===== src/core/crs_pkg.sv =====
// package: register map, field layout and reset values of the collision and mode registers
package crs_pkg;
  localparam int          APB_AW         = 8;
  // register indices; byte address is four times the index
  localparam logic [5:0]  IDX_COLL       = 6'h0E;
  localparam logic [5:0]  IDX_RSVD0      = 6'h0F;
  localparam logic [5:0]  IDX_RSVD1      = 6'h10;
  localparam logic [5:0]  IDX_MODE       = 6'h11;
  localparam logic [5:0]  IDX_IRQ_STAT   = 6'h20;
  localparam logic [5:0]  IDX_IRQ_MASK   = 6'h21;
  localparam logic [5:0]  IDX_LIVE       = 6'h22;
  // collision_report fields
  localparam int          COLL_KEEP_BIT  = 7;
  localparam int          COLL_INVAL_BIT = 5;
  localparam logic [7:0]  COLL_RST       = 8'hA0;
  // general_mode fields
  localparam int          MODE_MSB_BIT   = 7;
  localparam int          MODE_TXW_BIT   = 5;
  localparam int          MODE_POL_BIT   = 3;
  localparam int          MODE_PRE_LSB   = 0;
  localparam logic [7:0]  MODE_RST       = 8'h3F;
  localparam logic [7:0]  MODE_WMASK     = 8'hAB;
  // crc presets
  localparam logic [15:0] CRC_PRE_00     = 16'h0000;
  localparam logic [15:0] CRC_PRE_01     = 16'h6363;
  localparam logic [15:0] CRC_PRE_10     = 16'hA671;
  localparam logic [15:0] CRC_PRE_11     = 16'hFFFF;
  // interrupt status bits
  localparam int          IRQ_ENV        = 0;
  localparam int          IRQ_COLL       = 1;
  localparam int          IRQ_TXREF      = 2;
  localparam int          IRQ_FEND       = 3;
  localparam int          IRQ_N          = 4;
  localparam logic [3:0]  IRQ_MASK_RST   = 4'h0;
  // collision position counting
  localparam logic [5:0]  POS_LIMIT      = 6'h20;
  localparam logic [5:0]  CNT_SAT        = 6'h21;
endpackage


===== src/core/crs_sync_if.sv =====
// interface: raw asynchronous levels and their synchronised copies
interface crs_sync_if #(parameter int W = 1);
  logic [W-1:0] raw;
  logic [W-1:0] synced;
  modport owner (output raw, input synced);
  modport sync  (input raw, output synced);
endinterface


===== src/core/crs_sync2.sv =====
// module: two flip-flop synchroniser for asynchronous levels
module crs_sync2 #(
  parameter int W = 1
) (
  input  wire logic clk_sys_i,
  input  wire logic rst_n_i,
  crs_sync_if.sync  s
);
  typedef struct packed {
    logic [W-1:0] stage1;
    logic [W-1:0] stage2;
  } crs_sync_state_t;

  crs_sync_state_t q_r;
  crs_sync_state_t q_nxt;

  // stage1 feeds stage2 only
  always_comb begin
    q_nxt        = q_r;
    q_nxt.stage1 = s.raw;
    q_nxt.stage2 = q_r.stage1;
  end

  always_ff @(posedge clk_sys_i or negedge rst_n_i) begin
    if (!rst_n_i) begin
      q_r <= '0;
    end else begin
      q_r <= q_nxt;
    end
  end

  assign s.synced = q_r.stage2;
endmodule // crs_sync2


===== src/core/crs_regs.sv =====
// module: collision report and general mode registers behind an APB slave
// Functional notes
// - keep flag 0: received bits after a collision are stored as zero
// - invalid flag set when no collision or position beyond five-bit range
// - read-only five-bit position of first collision, data bits only
// - position is one-based; code 0 means the thirty-second bit
// - bit-order 1: crc computed high bit first, results bit reversed
// - bit-order control ignored during rf communication
// - transmit-wait set: transmitter starts only with rf field present
// - polarity bit 1 makes envelope pin active high, 0 active low
// - internal envelope active low; polarity change raises envelope event
// - preset select 00/01/10/11 gives 0000/6363/A671/FFFF for crc compute
// - during rf communication preset follows receive and transmit modes; code picks FFFF/6363 from tx_framing_b_i only
module crs_regs
  import crs_pkg::*;
(
  input  wire logic              clk_sys_i,
  input  wire logic              rst_n_i,
  // apb slave
  input  wire logic              psel_i,
  input  wire logic              penable_i,
  input  wire logic              pwrite_i,
  input  wire logic [APB_AW-1:0] paddr_i,
  input  wire logic [31:0]       pwdata_i,
  input  wire logic [3:0]        pstrb_i,
  output logic      [31:0]       prdata_o,
  output logic                   pready_o,
  output logic                   pslverr_o,
  output logic                   irq_o,
  // receiver side
  input  wire logic              rx_frame_start_i,
  input  wire logic              rx_frame_end_i,
  input  wire logic              rx_bit_valid_i,
  input  wire logic              rx_bit_i,
  input  wire logic              rx_bit_coll_i,
  output logic                   rx_store_o,
  output logic                   rx_data_o,
  // transmitter side
  input  wire logic              rf_comm_i,
  input  wire logic              rf_field_i,
  input  wire logic              tx_req_i,
  output logic                   tx_start_o,
  // crc coprocessor side
  input  wire logic              tx_framing_b_i,
  input  wire logic              crc_compute_command_i,
  output logic                   crc_load_o,
  output logic      [15:0]       crc_preset_o,
  output logic                   crc_high_bit_leading_o,
  // envelope pin
  input  wire logic              envelope_input_pin_i,
  output logic                   envelope_n_o
);
  typedef struct packed {
    logic              keep;
    logic              inval;
    logic [4:0]        pos;
    logic [7:0]        mode;
    logic [5:0]        bit_cnt;
    logic              coll_seen;
    logic              frame_active;
    logic [IRQ_N-1:0]  irq_stat;
    logic [IRQ_N-1:0]  irq_mask;
    logic              irq;
    logic [31:0]       prdata;
    logic              pready;
    logic              pslverr;
    logic              tx_start;
    logic              rx_store;
    logic              rx_data;
    logic              crc_load;
    logic [15:0]       crc_preset;
    logic              crc_msb;
    logic              env_n;
  } crs_state_t;

  localparam crs_state_t STATE_RST = '{
    keep:         COLL_RST[COLL_KEEP_BIT],
    inval:        COLL_RST[COLL_INVAL_BIT],
    pos:          COLL_RST[4:0],
    mode:         MODE_RST,
    bit_cnt:      '0,
    coll_seen:    1'b0,
    frame_active: 1'b0,
    irq_stat:     '0,
    irq_mask:     IRQ_MASK_RST,
    irq:          1'b0,
    prdata:       '0,
    pready:       1'b0,
    pslverr:      1'b0,
    tx_start:     1'b0,
    rx_store:     1'b0,
    rx_data:      1'b0,
    crc_load:     1'b0,
    crc_preset:   CRC_PRE_11,
    crc_msb:      1'b0,
    env_n:        1'b1
  };

  crs_state_t q_r;
  crs_state_t q_nxt;

  crs_sync_if #(.W(1)) env_sync ();

  assign env_sync.raw = envelope_input_pin_i;

  crs_sync2 #(
    .W (1)
  ) u_env_sync (
    .clk_sys_i (clk_sys_i),
    .rst_n_i   (rst_n_i),
    .s         (env_sync)
  );

  logic [5:0]       idx;
  logic             setup;
  logic             access;
  logic             wr;
  logic             rd_stat;
  logic [IRQ_N-1:0] set_v;
  logic [5:0]       cnt_inc;
  logic [7:0]       mode_new;

  assign idx = paddr_i[7:2];

  always_comb begin
    q_nxt      = q_r;
    set_v      = '0;
    cnt_inc    = q_r.bit_cnt;
    mode_new   = q_r.mode;
    setup      = psel_i & ~penable_i;
    access     = psel_i & penable_i & q_r.pready;
    wr         = access & pwrite_i & pstrb_i[0];
    rd_stat    = access & ~pwrite_i & (idx == IDX_IRQ_STAT) & ~q_r.pslverr;
    q_nxt.pready   = 1'b0;
    // error flag stands only beside ready, never past the access cycle
    q_nxt.pslverr  = 1'b0;
    q_nxt.tx_start = 1'b0;
    q_nxt.rx_store = 1'b0;
    q_nxt.crc_load = 1'b0;

    // read data is captured in setup so prdata comes from a flop; one wait-free access
    if (setup) begin
      q_nxt.pready  = 1'b1;
      q_nxt.pslverr = 1'b0;
      q_nxt.prdata  = '0;
      case (idx)
        IDX_COLL: begin
          q_nxt.prdata[7:0] = {q_r.keep, 1'b0, q_r.inval, q_r.pos};
        end
        IDX_RSVD0, IDX_RSVD1: begin
          q_nxt.prdata = '0;
        end
        IDX_MODE: begin
          q_nxt.prdata[7:0] = q_r.mode & MODE_WMASK;
        end
        IDX_IRQ_STAT: begin
          q_nxt.prdata[IRQ_N-1:0] = q_r.irq_stat;
        end
        IDX_IRQ_MASK: begin
          q_nxt.prdata[IRQ_N-1:0] = q_r.irq_mask;
        end
        IDX_LIVE: begin
          q_nxt.prdata[2:0] = {q_r.frame_active, q_r.coll_seen, q_r.env_n};
        end
        default: begin
          q_nxt.pslverr = 1'b1;
        end
      endcase
    end

    // register writes take effect at the completing edge
    if (wr && !q_r.pslverr) begin
      case (idx)
        IDX_COLL: begin
          q_nxt.keep = pwdata_i[COLL_KEEP_BIT];
        end
        IDX_MODE: begin
          mode_new   = (pwdata_i[7:0] & MODE_WMASK) | (q_r.mode & ~MODE_WMASK);
          q_nxt.mode = mode_new;
          if (mode_new[MODE_POL_BIT] != q_r.mode[MODE_POL_BIT]) begin
            set_v[IRQ_ENV] = 1'b1;
          end
        end
        IDX_IRQ_MASK: begin
          q_nxt.irq_mask = pwdata_i[IRQ_N-1:0];
        end
        default: begin
          q_nxt.mode = q_r.mode;
        end
      endcase
    end

    // collision tracking over data bits only; framing strips parity upstream
    if (rx_frame_start_i) begin
      q_nxt.bit_cnt      = '0;
      q_nxt.coll_seen    = 1'b0;
      q_nxt.inval        = 1'b1;
      q_nxt.pos          = '0;
      q_nxt.frame_active = 1'b1;
    end else if (rx_bit_valid_i && q_r.frame_active) begin
      cnt_inc = (q_r.bit_cnt == CNT_SAT) ? q_r.bit_cnt : q_r.bit_cnt + 6'h01;
      q_nxt.bit_cnt  = cnt_inc;
      q_nxt.rx_store = 1'b1;
      // bits after the first collision are zeroed unless software keeps them
      q_nxt.rx_data  = (q_r.coll_seen && !q_r.keep) ? 1'b0 : rx_bit_i;
      if (rx_bit_coll_i && !q_r.coll_seen) begin
        q_nxt.coll_seen     = 1'b1;
        set_v[IRQ_COLL]     = 1'b1;
        if (cnt_inc <= POS_LIMIT) begin
          q_nxt.inval = 1'b0;
          q_nxt.pos   = cnt_inc[4:0];
        end
      end
    end
    if (rx_frame_end_i && !rx_frame_start_i) begin
      q_nxt.frame_active = 1'b0;
      set_v[IRQ_FEND]    = 1'b1;
    end

    // transmit interlock on the rf field
    if (tx_req_i) begin
      if (!q_r.mode[MODE_TXW_BIT] || rf_field_i) begin
        q_nxt.tx_start = 1'b1;
      end else begin
        set_v[IRQ_TXREF] = 1'b1;
      end
    end

    // envelope: pin active when it equals the polarity bit; internal copy active low
    q_nxt.env_n = env_sync.synced[0] ^ q_r.mode[MODE_POL_BIT];
    if (q_r.env_n && !q_nxt.env_n) begin
      set_v[IRQ_ENV] = 1'b1;
    end

    // crc preset and bit order
    q_nxt.crc_load = crc_compute_command_i & ~rf_comm_i;
    if (rf_comm_i) begin
      q_nxt.crc_preset = tx_framing_b_i ? CRC_PRE_11 : CRC_PRE_01;
      q_nxt.crc_msb    = 1'b0;
    end else begin
      q_nxt.crc_msb = q_r.mode[MODE_MSB_BIT];
      unique case (q_r.mode[MODE_PRE_LSB +: 2])
        2'b00: q_nxt.crc_preset = CRC_PRE_00;
        2'b01: q_nxt.crc_preset = CRC_PRE_01;
        2'b10: q_nxt.crc_preset = CRC_PRE_10;
        2'b11: q_nxt.crc_preset = CRC_PRE_11;
      endcase
    end

    // read clears only bits that were reported, so a set in the same cycle survives
    q_nxt.irq_stat = (q_r.irq_stat & ~(rd_stat ? q_r.prdata[IRQ_N-1:0] : '0)) | set_v;
    q_nxt.irq      = |(q_nxt.irq_stat & q_nxt.irq_mask);
  end

  always_ff @(posedge clk_sys_i or negedge rst_n_i) begin
    if (!rst_n_i) begin
      q_r <= STATE_RST;
    end else begin
      q_r <= q_nxt;
    end
  end

  assign prdata_o               = q_r.prdata;
  assign pready_o               = q_r.pready;
  assign pslverr_o              = q_r.pslverr;
  assign irq_o                  = q_r.irq;
  assign rx_store_o             = q_r.rx_store;
  assign rx_data_o              = q_r.rx_data;
  assign tx_start_o             = q_r.tx_start;
  assign crc_load_o             = q_r.crc_load;
  assign crc_preset_o           = q_r.crc_preset;
  assign crc_high_bit_leading_o = q_r.crc_msb;
  assign envelope_n_o           = q_r.env_n;
endmodule // crs_regs


===== config.mk =====
export PLATFORM = sky130hd
export DESIGN_NAME = crs_regs
export DESIGN_NICKNAME = d
export VERILOG_FILES = /design/src/core/crs_pkg.sv /design/src/core/crs_sync_if.sv /design/src/core/crs_sync2.sv /design/src/core/crs_regs.sv
export SDC_FILE = /design/constraint.sdc
export NUM_CORES = 1
export LEC_CHECK = 0
export BUFFER_PORTS_ARGS = -buffer_cell sky130_fd_sc_hd__buf_2
export CORE_MARGIN = 4
export CORE_UTILIZATION = 48
export DETAILED_ROUTE_END_ITERATION = 10
export GPL_ROUTABILITY_DRIVEN = 1
export PLACE_DENSITY = 0.81
export SKIP_CTS_REPAIR_TIMING = 1
export SYNTH_ARGS = -nofsm -noshare
export SYNTH_HDL_FRONTEND = slang
export SYNTH_SLANG_ARGS = --single-unit

===== constraint.sdc =====
create_clock -name clk_sys_i -period 2.3 [get_ports clk_sys_i]
set_input_delay 0.345 -clock clk_sys_i [delete_from_list [all_inputs] [get_ports clk_sys_i]]
set_output_delay 0.345 -clock clk_sys_i [all_outputs]
set_load 0.02 [all_outputs]

==> reports/qor.csv <==
metric;value;unit
max_slew headroom;62.1;%
EDFF count, synth;0;
crit-path max FO;4;
Final setup viols;0;
Static Leak;1.44;nW
initial DRC count;113;
RSZ-0062 raised after global routing;no;
Mean Syn Cell Area;10.4;sq um
clk_skew;0.00724;ns
most frequent cells in the layout;buf_2 (60), dfrtp_1 (39), conb_1 (25);
FMAX;0.467;GHz
Overflow after GRT;0;
WL per Instance;14.6;um
ant diodes;0;
Final ANT Viol Nets;0;
Least-Margin Pin Slew;0.568;ns
TritonCTS clock tree;yes;
clk root buf;clkbuf_8;
met2 GRT Util;25.7;%
Netlist cell types;51;
io pins;117;
post-detailed-placement half-perimeter wirelength;4280;um
Seq/Total Area, Yosys;46.8;%
Biggest register;q_r;
max reg flops;28;
DR DRC count;0;
H-tree levels;2;
GP Congestion;0.854;
crit path kind;reg -> reg;
Hold WS;0.0330;ns
vias in the first global route;1842;
crit start category;register;
drt first pass iters;4;
met3 global-route usage;2.98;%
GRT Total Usage;15.6;%
grt met1 use;20.8;%
first-pass GRT wire length;8910;um
initial core utilization;49.4;%
busiest grt layer;met2;
Post-Syn Area;2700;sq um
area of the die;6890;sq um
crit-path cells;and4b_1 -> nand3_1 -> and2b_4 -> mux2_2 -> a222oi_1 -> a21bo_1;
crit end category;register;
area delta synth->final;7.60;%
Final Net Count;363;
PwrDens;582;nW/um^2
clock latency on the worst-skew pair;0.29;ns
Setup TNS Final;0;ns
placed insts;366;
commonest non-fill, non-tap cell in the layout;buf_2;
final number of hold-violating endpoints;0;
Hold WC Path Type;in -> async;
CP startpoint;pslverr_o$_DFF_PN0_;
initial antenna violation count;0;
critical path data arrival time;2.33;ns
minimum clock period;2.14;ns
worst path buffer plus inverter count;0;
Top delay family on crit path;simple AND/OR/NAND/NOR gates;
ys flop type;dfrtp_1;
largest net degree at the start of global routing;27;
R2R depth;6;
RR Startpoint;pslverr_o$_DFF_PN0_;
Slew Viols, Final;0;
clock transition at the registers of the reported paths;0.09;ns
max-cap violations;0;
Vias per Instance;5.07;
period utilisation layout;93.1;%
Die Y;83.0;um
share of layout cells above drive strength 1;33.8;%
Yosys reg bits;50;
DR vias;1896;
Bufs on Longest Clock Path;2;
fin cells;374;
Core ar.;5470;sq um
final WL;5470;um
Inserted Clock Buffers;5;
max incr delay on CP;0.38;ns
Sink Count;50;
CP max stage cell;dfrtp_1;
status;complete, no violations;
Synth async-reset ratio;100;%
Mapped Cells;259;
worst IR drop on VDD;353;uV
critical path data required time;2.49;ns
Rows;27;
synth warn;0;
chip width;83.0;um
reg2reg end;irq_o$_DFF_PN0_;
reg-to-reg setup timing slack;0.16;ns
IO Port Bufs;60;
## synth_stat cells, types with 2 or more instances
library cell	instances	area, sq um
o2bb2ai_1	3	26.3
o21ai_0	11	55.1
and2_1	2	12.5
nand2_1	20	75.1
a21oi_1	7	35.0
mux2_2	9	101
nand3_1	5	25.0
mux2_1	3	33.8
a221oi_1	5	43.8
nand2b_1	2	12.5
buf_4	48	360
or3_1	4	25.0
and4b_1	2	20.0
a22o_1	4	35.0
clkbuf_1	3	11.3
ha_1	2	25.0
dfrtp_1	39	976
nor2b_1	9	56.3
nor3_1	2	10.0
buf_6	3	33.8
dfstp_2	11	289
mux2i_1	3	30.0
a211oi_1	3	22.5
a31oi_1	2	12.5
xor2_1	6	52.6
a221o_1	2	20.0
nor2_1	16	60.1
a21o_1	3	22.5
inv_1	8	30.0
## metrics by stage
step	instance area, sq um	power [mW]	utilization (%)	worst slack, ns
2_1_floorplan	2790	1.18	-	0.210
3_3_place_gp	2820	1.22	51.5	0.151
3_5_place_dp	2820	1.22	51.5	0.112
4_1_cts	2910	1.71	53.1	0.147
5_1_grt	2910	1.77	53.1	0.0642
6_report	2910	1.69	53.1	0.159
## where the power goes
group / total, mW / switching (mW) / internal (mW)
clock: 0.487 / 0.272 / 0.215
combinational: 0.255 / 0.171 / 0.0836
sequential: 0.948 / 0.0279 / 0.920
total: 1.69 / 0.472 / 1.22
## routing by layer
layer	wire length (um)	up-vias	share of wire, %
met5	0	-	0
met4	109	0	2.0
met3	344	8	6.3
met2	2590	72	47
met1	2420	917	44
li1	-	899	-
## layout make-up
class / count / area [sq um]
Clock buffer: 6 / 72.6
Clock inverter: 2 / 13.8
Fill cell: 506 / 2570
Inverter: 8 / 30.0
Multi-Input combinational cell: 169 / 1080
Sequential cell: 50 / 1260
Tap cell: 72 / 90.1
Timing Repair Buffer: 67 / 353
## logic make-up after synthesis
kind of cell / share of synthesized area [%]
AND/OR/NAND/NOR: 15.3
buffers and inverters: 16.4
other: 0.139
AO/OA/AOI/OAI: 11.9
flip-flops: 46.8
XOR/XNOR: 2.27
adder cells (fa/ha/maj): 0.926
multiplexers: 6.11
## how the worst max path moves through the flow
stage	slack, ns	endpoint	cells after the start
after floorplan	0.21	irq_o$_DFF_PN0_	6
after global placement	0.15	irq_o$_DFF_PN0_	7
after detailed placement	0.11	irq_o$_DFF_PN0_	7
after CTS	0.15	irq_o$_DFF_PN0_	6
after global routing	0.06	irq_o$_DFF_PN0_	6
final	0.16	irq_o$_DFF_PN0_	6
Power figures use the tool's default switching activity.
